--- config.mk ---
export PLATFORM = sky130hd
export DESIGN_NAME = pfb_top
export DESIGN_NICKNAME = d
export VERILOG_FILES = /design/src/shared/pfb_pkg.sv /design/src/rtl/pfb_blank_timer.sv /design/src/rtl/pfb_top.sv
export VERILOG_INCLUDE_DIRS = /design/src /design/src/shared
export SDC_FILE = /design/constraint.sdc
export NUM_CORES = 1
export LEC_CHECK = 0
export BUFFER_PORTS_ARGS = -buffer_cell sky130_fd_sc_hd__buf_2
export CAP_MARGIN = 5
export CORE_ASPECT_RATIO = 0.75
export CORE_MARGIN = 2
export CORE_UTILIZATION = 25
export DETAILED_ROUTE_END_ITERATION = 7
export GPL_TIMING_DRIVEN = 0
export MAX_ROUTING_LAYER = met4
export PLACE_DENSITY_LB_ADDON = 0.15
export SYNTH_ARGS = -nofsm -noshare
export SYNTH_HDL_FRONTEND = slang
export SYNTH_SLANG_ARGS = --single-unit
export TNS_END_PERCENT = 10
--- constraint.sdc ---
create_clock -name i_clk -period 4 [get_ports i_clk]
set_input_delay 0.4 -clock i_clk [delete_from_list [all_inputs] [get_ports i_clk]]
set_output_delay 0.4 -clock i_clk [all_outputs]
set_load 0.01 [all_outputs]
--- src/shared/pfb_map.svh ---
`ifndef PFB_MAP_SVH
`define PFB_MAP_SVH

// register word addresses
`define PFB_ADDR_LEB 4'h0
`define PFB_ADDR_FCL 4'h1
`define PFB_ADDR_AUX 4'h2
`define PFB_ADDR_BLK 4'h3
`define PFB_ADDR_STAT 4'h4

// leading_edge_blank_control fields
`define PFB_LEB_HRISE 15
`define PFB_LEB_HFALL 14
`define PFB_LEB_LRISE 13
`define PFB_LEB_LFALL 12
`define PFB_LEB_FLTEN 11
`define PFB_LEB_LIMEN 10
`define PFB_LEB_EXTH 5
`define PFB_LEB_EXTL 4
`define PFB_LEB_HH 3
`define PFB_LEB_HL 2
`define PFB_LEB_LH 1
`define PFB_LEB_LL 0
`define PFB_LEB_MASK 16'hfc3f
`define PFB_LEB_RST 16'h0000

// fault_limit_control_reg fields
`define PFB_FCL_MODE_LSB 0
`define PFB_FCL_SRC_LSB 2
`define PFB_FCL_LIMEN 4
`define PFB_FCL_SAFEH 5
`define PFB_FCL_SAFEL 6
`define PFB_FCL_MASK 16'h007f
`define PFB_FCL_RST 16'h0000

// auxiliary_control_reg fields
`define PFB_AUX_SEL_LSB 0
`define PFB_AUX_MASK 16'h000f
`define PFB_AUX_RST 16'h0000

// blanking length in clock cycles
`define PFB_BLK_RST 16'h0000

// status fields
`define PFB_STAT_LATCH 0
`define PFB_STAT_FAULT 1
`define PFB_STAT_LIMIT 2
`define PFB_STAT_BLANK 3
`define PFB_STAT_PIN 4
`define PFB_STAT_OWN 5

`endif

--- src/shared/pfb_pkg.sv ---
package pfb_pkg;

  typedef enum logic [1:0] {
    PFB_MODE_LATCHED = 2'b00,
    PFB_MODE_CYCLE = 2'b01,
    PFB_MODE_RSVD = 2'b10,
    PFB_MODE_OFF = 2'b11
  } pfb_mode_t;

  typedef enum logic [1:0] {
    PFB_SRC_SAFETY = 2'b00,
    PFB_SRC_REMAP1 = 2'b01,
    PFB_SRC_REMAP2 = 2'b10,
    PFB_SRC_NONE = 2'b11
  } pfb_src_t;

  typedef enum logic [1:0] {
    PFB_ST_RUN = 2'b00,
    PFB_ST_TRIP = 2'b01,
    PFB_ST_HOLD = 2'b10
  } pfb_state_t;

endpackage
--- src/rtl/pfb_blank_timer.sv ---
`timescale 1ns/1ps
`include "pfb_map.svh"

module pfb_blank_timer #(
  parameter int CW = 16
) (
  input wire logic i_clk,
  input wire logic i_nrst,
  input wire logic i_ce,
  input wire logic i_start,
  input wire logic [CW-1:0] i_len,
  output logic o_active
);
  logic [CW-1:0] cnt_q;
  logic [CW-1:0] cnt_d;

  // a new edge restarts the window rather than extending a stale one
  always_comb begin
    cnt_d = cnt_q;
    if (i_start) begin
      cnt_d = i_len;
    end else if (cnt_q != '0) begin
      cnt_d = cnt_q - 1'b1;
    end
  end

  always_ff @(posedge i_clk or negedge i_nrst) begin
    if (!i_nrst) begin
      cnt_q <= '0;
    end else if (i_ce) begin
      cnt_q <= cnt_d;
    end
  end

  assign o_active = (cnt_q != '0);
endmodule

--- src/rtl/pfb_top.sv ---
`timescale 1ns/1ps
`include "pfb_map.svh"

// Function
// - safety fault pin stays owned by this block throughout reset.
// - after reset the safety fault is selected in latched mode.
// - an enabled, unblanked fault forces both outputs to the safe levels.
// - fault mode field is writable whatever the safety pin level.
// - bit 11 blanks the fault input, bit 10 the current-limit input.
// - bits 5/4 blank while selected external signal is high/low.
module pfb_top #(
  parameter int CW = 16,
  parameter int NEXT = 16
) (
  input wire logic i_clk,
  input wire logic i_nrst,
  input wire logic i_ce,
  input wire logic [3:0] i_addr,
  input wire logic [15:0] i_wdata,
  input wire logic i_we,
  input wire logic i_re,
  output logic [15:0] o_rdata,
  input wire logic i_pwm_high,
  input wire logic i_pwm_low,
  input wire logic i_safety_fault_n,
  input wire logic i_remap_fault_one,
  input wire logic i_remap_fault_two,
  input wire logic i_current_limit,
  input wire logic [NEXT-1:0] i_blank_ext,
  output logic o_pwm_high,
  output logic o_pwm_low,
  output logic o_fault_active,
  output logic o_safety_pin_owned
);
  import pfb_pkg::*;

  function automatic logic hit(input logic [3:0] a, input logic [3:0] b);
    hit = (a == b);
  endfunction

  logic [15:0] leb_q, leb_d;
  logic [15:0] fcl_q, fcl_d;
  logic [15:0] aux_q, aux_d;
  logic [CW-1:0] blk_q, blk_d;
  logic [15:0] rdata_q, rdata_d;
  pfb_state_t st_q, st_d;
  logic ph_q, ph_d, pl_q, pl_d;
  logic oh_q, oh_d, ol_q, ol_d;
  logic flt_q, flt_d;
  logic own_q, own_d;

  pfb_mode_t mode;
  pfb_src_t src;
  logic raw_fault, ext_sel, start, win, state_blk;
  logic fault_in, limit_in, fault_now, clear_req;
  logic [15:0] stat;

  assign mode = pfb_mode_t'(fcl_q[`PFB_FCL_MODE_LSB +: 2]);
  assign src = pfb_src_t'(fcl_q[`PFB_FCL_SRC_LSB +: 2]);

  always_comb begin
    case (src)
      PFB_SRC_SAFETY: raw_fault = ~i_safety_fault_n;
      PFB_SRC_REMAP1: raw_fault = i_remap_fault_one;
      PFB_SRC_REMAP2: raw_fault = i_remap_fault_two;
      default: raw_fault = 1'b0;
    endcase
  end

  // out-of-range select reads as a quiet low signal
  assign ext_sel = (aux_q[`PFB_AUX_SEL_LSB +: 4] < NEXT[4:0]) ?
                   i_blank_ext[aux_q[`PFB_AUX_SEL_LSB +: 4]] : 1'b0;

  assign start = (leb_q[`PFB_LEB_HRISE] & i_pwm_high & ~ph_q) |
                 (leb_q[`PFB_LEB_HFALL] & ~i_pwm_high & ph_q) |
                 (leb_q[`PFB_LEB_LRISE] & i_pwm_low & ~pl_q) |
                 (leb_q[`PFB_LEB_LFALL] & ~i_pwm_low & pl_q);

  pfb_blank_timer #(
    .CW(CW)
  ) u_timer (
    .i_clk(i_clk),
    .i_nrst(i_nrst),
    .i_ce(i_ce),
    .i_start(start),
    .i_len(blk_q),
    .o_active(win)
  );

  assign state_blk = (leb_q[`PFB_LEB_EXTH] & ext_sel) |
                     (leb_q[`PFB_LEB_EXTL] & ~ext_sel) |
                     (leb_q[`PFB_LEB_HH] & i_pwm_high) |
                     (leb_q[`PFB_LEB_HL] & ~i_pwm_high) |
                     (leb_q[`PFB_LEB_LH] & i_pwm_low) |
                     (leb_q[`PFB_LEB_LL] & ~i_pwm_low);

  // window blanking only where enabled, else unblanked
  assign fault_in = raw_fault & ~state_blk &
                    ~(win & leb_q[`PFB_LEB_FLTEN]);
  assign limit_in = i_current_limit & fcl_q[`PFB_FCL_LIMEN] & ~state_blk &
                    ~(win & leb_q[`PFB_LEB_LIMEN]);
  assign fault_now = fault_in & (mode != PFB_MODE_OFF);

  // clear is refused while the selected fault source is still asserted
  assign clear_req = i_we & hit(i_addr, `PFB_ADDR_STAT) &
                     i_wdata[`PFB_STAT_LATCH] & ~raw_fault;

  always_comb begin
    st_d = st_q;
    case (st_q)
      PFB_ST_RUN: begin
        if (fault_now) begin
          st_d = (mode == PFB_MODE_LATCHED) ? PFB_ST_HOLD : PFB_ST_TRIP;
        end
      end
      PFB_ST_TRIP: begin
        if (fault_now && mode == PFB_MODE_LATCHED) begin
          st_d = PFB_ST_HOLD;
        end else if (!fault_now) begin
          st_d = PFB_ST_RUN;
        end
      end
      PFB_ST_HOLD: begin
        // a new fault in the clear cycle keeps the latch set
        if (clear_req && !fault_now) begin
          st_d = PFB_ST_RUN;
        end
      end
      default: st_d = PFB_ST_HOLD;
    endcase
  end

  always_comb begin
    ph_d = i_pwm_high;
    pl_d = i_pwm_low;
    flt_d = (st_d != PFB_ST_RUN) | limit_in;
    oh_d = i_pwm_high;
    ol_d = i_pwm_low;
    if (flt_d) begin
      oh_d = fcl_q[`PFB_FCL_SAFEH];
      ol_d = fcl_q[`PFB_FCL_SAFEL];
    end
    // pin handed back only when the safety path is unused
    own_d = ~((mode == PFB_MODE_OFF) && (src != PFB_SRC_SAFETY));
  end

  assign stat = {10'h000, own_q, i_safety_fault_n, win | state_blk,
                 limit_in, flt_q, st_q == PFB_ST_HOLD};

  always_comb begin
    leb_d = leb_q;
    fcl_d = fcl_q;
    aux_d = aux_q;
    blk_d = blk_q;
    rdata_d = 16'h0000;
    if (i_we) begin
      if (hit(i_addr, `PFB_ADDR_LEB)) begin
        leb_d = i_wdata & `PFB_LEB_MASK;
      end
      if (hit(i_addr, `PFB_ADDR_FCL)) begin
        fcl_d = i_wdata & `PFB_FCL_MASK;
      end
      if (hit(i_addr, `PFB_ADDR_AUX)) begin
        aux_d = i_wdata & `PFB_AUX_MASK;
      end
      if (hit(i_addr, `PFB_ADDR_BLK)) begin
        blk_d = i_wdata[CW-1:0];
      end
    end
    if (i_re) begin
      case (i_addr)
        `PFB_ADDR_LEB: rdata_d = leb_q;
        `PFB_ADDR_FCL: rdata_d = fcl_q;
        `PFB_ADDR_AUX: rdata_d = aux_q;
        `PFB_ADDR_BLK: rdata_d = 16'(blk_q);
        `PFB_ADDR_STAT: rdata_d = stat;
        default: rdata_d = 16'h0000;
      endcase
    end
  end

  always_ff @(posedge i_clk or negedge i_nrst) begin
    if (!i_nrst) begin
      leb_q <= `PFB_LEB_RST;
      fcl_q <= `PFB_FCL_RST;
      aux_q <= `PFB_AUX_RST;
      blk_q <= CW'(`PFB_BLK_RST);
      rdata_q <= 16'h0000;
      st_q <= PFB_ST_RUN;
      ph_q <= 1'b0;
      pl_q <= 1'b0;
      oh_q <= 1'b0;
      ol_q <= 1'b0;
      flt_q <= 1'b0;
      own_q <= 1'b1;
    end else if (i_ce) begin
      leb_q <= leb_d;
      fcl_q <= fcl_d;
      aux_q <= aux_d;
      blk_q <= blk_d;
      rdata_q <= rdata_d;
      st_q <= st_d;
      ph_q <= ph_d;
      pl_q <= pl_d;
      oh_q <= oh_d;
      ol_q <= ol_d;
      flt_q <= flt_d;
      own_q <= own_d;
    end
  end

  assign o_rdata = rdata_q;
  assign o_pwm_high = oh_q;
  assign o_pwm_low = ol_q;
  assign o_fault_active = flt_q;
  assign o_safety_pin_owned = own_q;
endmodule

==> metrics.txt <==
status completed; CP delay by family, top simple AND/OR/NAND/NOR gates; Row Count 40; most common cell in the netlist dfrtp_1; Worst Min Path Start i_wdata[8]; post-synthesis sequential area ratio 49.0%; Critical Path Fanout Max 10; Post-Syn Instances 373; Top Ports 67; Reg area 1980 um2; Synth async-reset ratio 100%; Yosys cell types 56; DP Wirelength 9.31 mm; final setup fails 0; CTS H-tree depth 3; Max-cap violations 0; FILL cells 1,669; CTS Buf Count 9; Leak Pwr 0.00215 uW; relative max-transition margin 13.2%; post-layout min period 3.46 ns; Netlist Area Pre-Place 4040 um2; slew at the pin closest to its max-slew limit 1.28 ns; CP Launch Type register; Fmax achieved 0.289 GHz; Post-Route Utilization 31.2%; CTS tree done; max incr delay on CP 0.77 ns; flops & latches, synth 79; Die Ht 114 um; post-CTS setup buffer count 0; power per cell area 514 nW/um2; Antenna Nets Post-Route 0; Placed Area 4650 um2; grt total ovfl 0; multi-input logic area 1880 um2; Pwr Total 2550 uW; fin crit share 86.5%; Avg WL per Cell 18.5 um; Worst Path Buf+Inv 2; Ant. Diodes 0; CTS clk-pin slew, worst paths 0.06 ns; initial antenna violation count 0; Endpoint, Worst Hold blk_q[8]; reg-to-reg endpoint u_timer.cnt_q[5]; largest net degree at the start of global routing 61; GPL Wtd Cong 0.790; Avg Cell Area, Syn 10.8 um2; first-pass GRT wire length 18.9 mm; final hold vios 0; Worst-Skew Late Latency 0.34 ns; post-synth top area share 48.3%; max-slew violations 0; RSZ-0062 raised after global routing no; Reg2Reg Depth 9; RR Startpoint u_timer.cnt_q[0]; top cells by area, synth dfrtp_1 48%, mux2_1 11%, mux4_1 3.3%; final setup skew 0.00861 ns; area leader, netlist dfrtp_1; worst hold margin 0.286 ns; required time of the critical path 4.25 ns; Commonest cells post-synth 78 x dfrtp_1, 39 x mux2_1, 28 x nor2_1, 26 x nand2_1, 24 x inv_1; Core Box Area 15,900 um2; CP Capture Type register; WL final 12.3 mm; Max rail drop VDD 0.226 mV; starting density of the core 25.4%; Worst Path Arrival 3.70 ns; Longest Clk Path Bufs 2; fin nets 498; root buffer selected by CTS clkbuf_16; number of DRC markers in iteration 0 174; 1st-pass router iterations 4; setup TNS 0 ns; PortBufs 64; Die W 151 um; R2R Setup Slk 0.54 ns; vias in the first global route 3,215; total track usage 15.3%; # DRC 0; Hold Crit Depth 2; Syn Nets 421; full die area 17,200 um2; slowest CP cell o21ai_1; EDFF count, synth 0; Ys Warns 0; share of post-route cells with drive strength above 1 20.9%; vias 3,319; WS Path Type reg2reg; worst path cell trace inv_1 -> ha_1 -> or4b_1 -> nor4_2 -> nand2_1 -> o21ai_1 -> clkbuf_1 -> a21oi_1 -> o22ai_1; fin area 4960 um2; Hold Crit Class in2reg; vias per cell 5.00; TritonCTS sink count 79; Main synth FF type dfrtp_1; Area Growth Syn to Fin 22.8%
## cell usage in the layout, fill, tap and decap left out, types with 4 or more instances in the layout
| cell | n |
|---|---|
| a31oi_1 | 8 |
| buf_2 | 66 |
| clkbuf_16 | 9 |
| dfrtp_1 | 78 |
| nor2b_1 | 6 |
| inv_1 | 24 |
| nand2_1 | 26 |
| a22oi_1 | 12 |
| nor3_1 | 5 |
| nor2_1 | 28 |
| or3_1 | 4 |
| o21ai_1 | 16 |
| o22ai_1 | 18 |
| mux2_1 | 39 |
| clkbuf_1 | 14 |
| a21oi_1 | 15 |
| a2bb2oi_1 | 4 |
| mux4_1 | 5 |
| o21ai_0 | 4 |
## state kept, by name, indices dropped and copies added, names as in the netlist
| name | count |
|---|---|
| u_timer.cnt_q | 16 |
| o_pwm_low | 1 |
| st_q | 2 |
| leb_q | 12 |
| fcl_q | 7 |
| o_rdata | 16 |
| blk_q | 16 |
| o_safety_pin_owned | 1 |
| pl_q | 1 |
| o_pwm_high | 1 |
| ph_q | 1 |
| aux_q | 4 |
| o_fault_active | 1 |
## cells by family (layout without fill, tap and decap cells)
family	after synthesis	count (layout)	synth area share, %
buf+inv	45	126	4.46
fa+ha+maj	1	1	0.310
compound gates	103	103	18.0
mux	50	50	16.4
simple gates	95	95	11.9
flops	79	79	49.0
## worst max path at each step
stage / start / end / slack (ns) / depth (start not counted)
floorplan: aux_q[2] / o_pwm_high / 1.44 / 7
global placement: u_timer.cnt_q[0] / u_timer.cnt_q[5] / 0.61 / 9
detailed placement: u_timer.cnt_q[0] / u_timer.cnt_q[5] / 0.63 / 9
CTS: u_timer.cnt_q[0] / u_timer.cnt_q[5] / 0.61 / 9
global route: u_timer.cnt_q[0] / u_timer.cnt_q[5] / 0.36 / 9
finish: u_timer.cnt_q[0] / u_timer.cnt_q[5] / 0.54 / 9
## repair_timing
action | CTS | global route
hold buffers | 1 | 0
endpoints found under the hold margin | 19 | 0
gates resized for setup | 0 | 0
## per-layer routing
| metal | global-route usage [%] | share of wire, % |
|---|---|---|
| met1 | 22.8 | 52 |
| met2 | 21.1 | 42 |
| met3 | 3.67 | 5.7 |
| met4 | 3.24 | 0.67 |
| met5 | - | 0 |
## report_power, final
part           total (uW)  internal, uW  switching [uW]
clock                 837           513             323
sequential           1140           963             174
combinational         576           265             311
## through the flow
| step | setup WS [ns] | cells |
|---|---|---|
| floorplan | 1.44 | 373 |
| global placement | 0.613 | 647 |
| detailed placement | 0.626 | 648 |
| CTS | 0.607 | 664 |
| global route | 0.355 | 664 |
| finish | 0.542 | 664 |
## area by class of cell
type	instances	share of cell area, %
clock inverter	3	0.858
clock buffer	12	5.17
inverter	25	1.89
buffer	20	1.74
sequential	79	39.9
tap	210	5.30
timing repair buffer	66	7.26
multi-input combinational	249	37.9
Power figures use the tool's default switching activity.
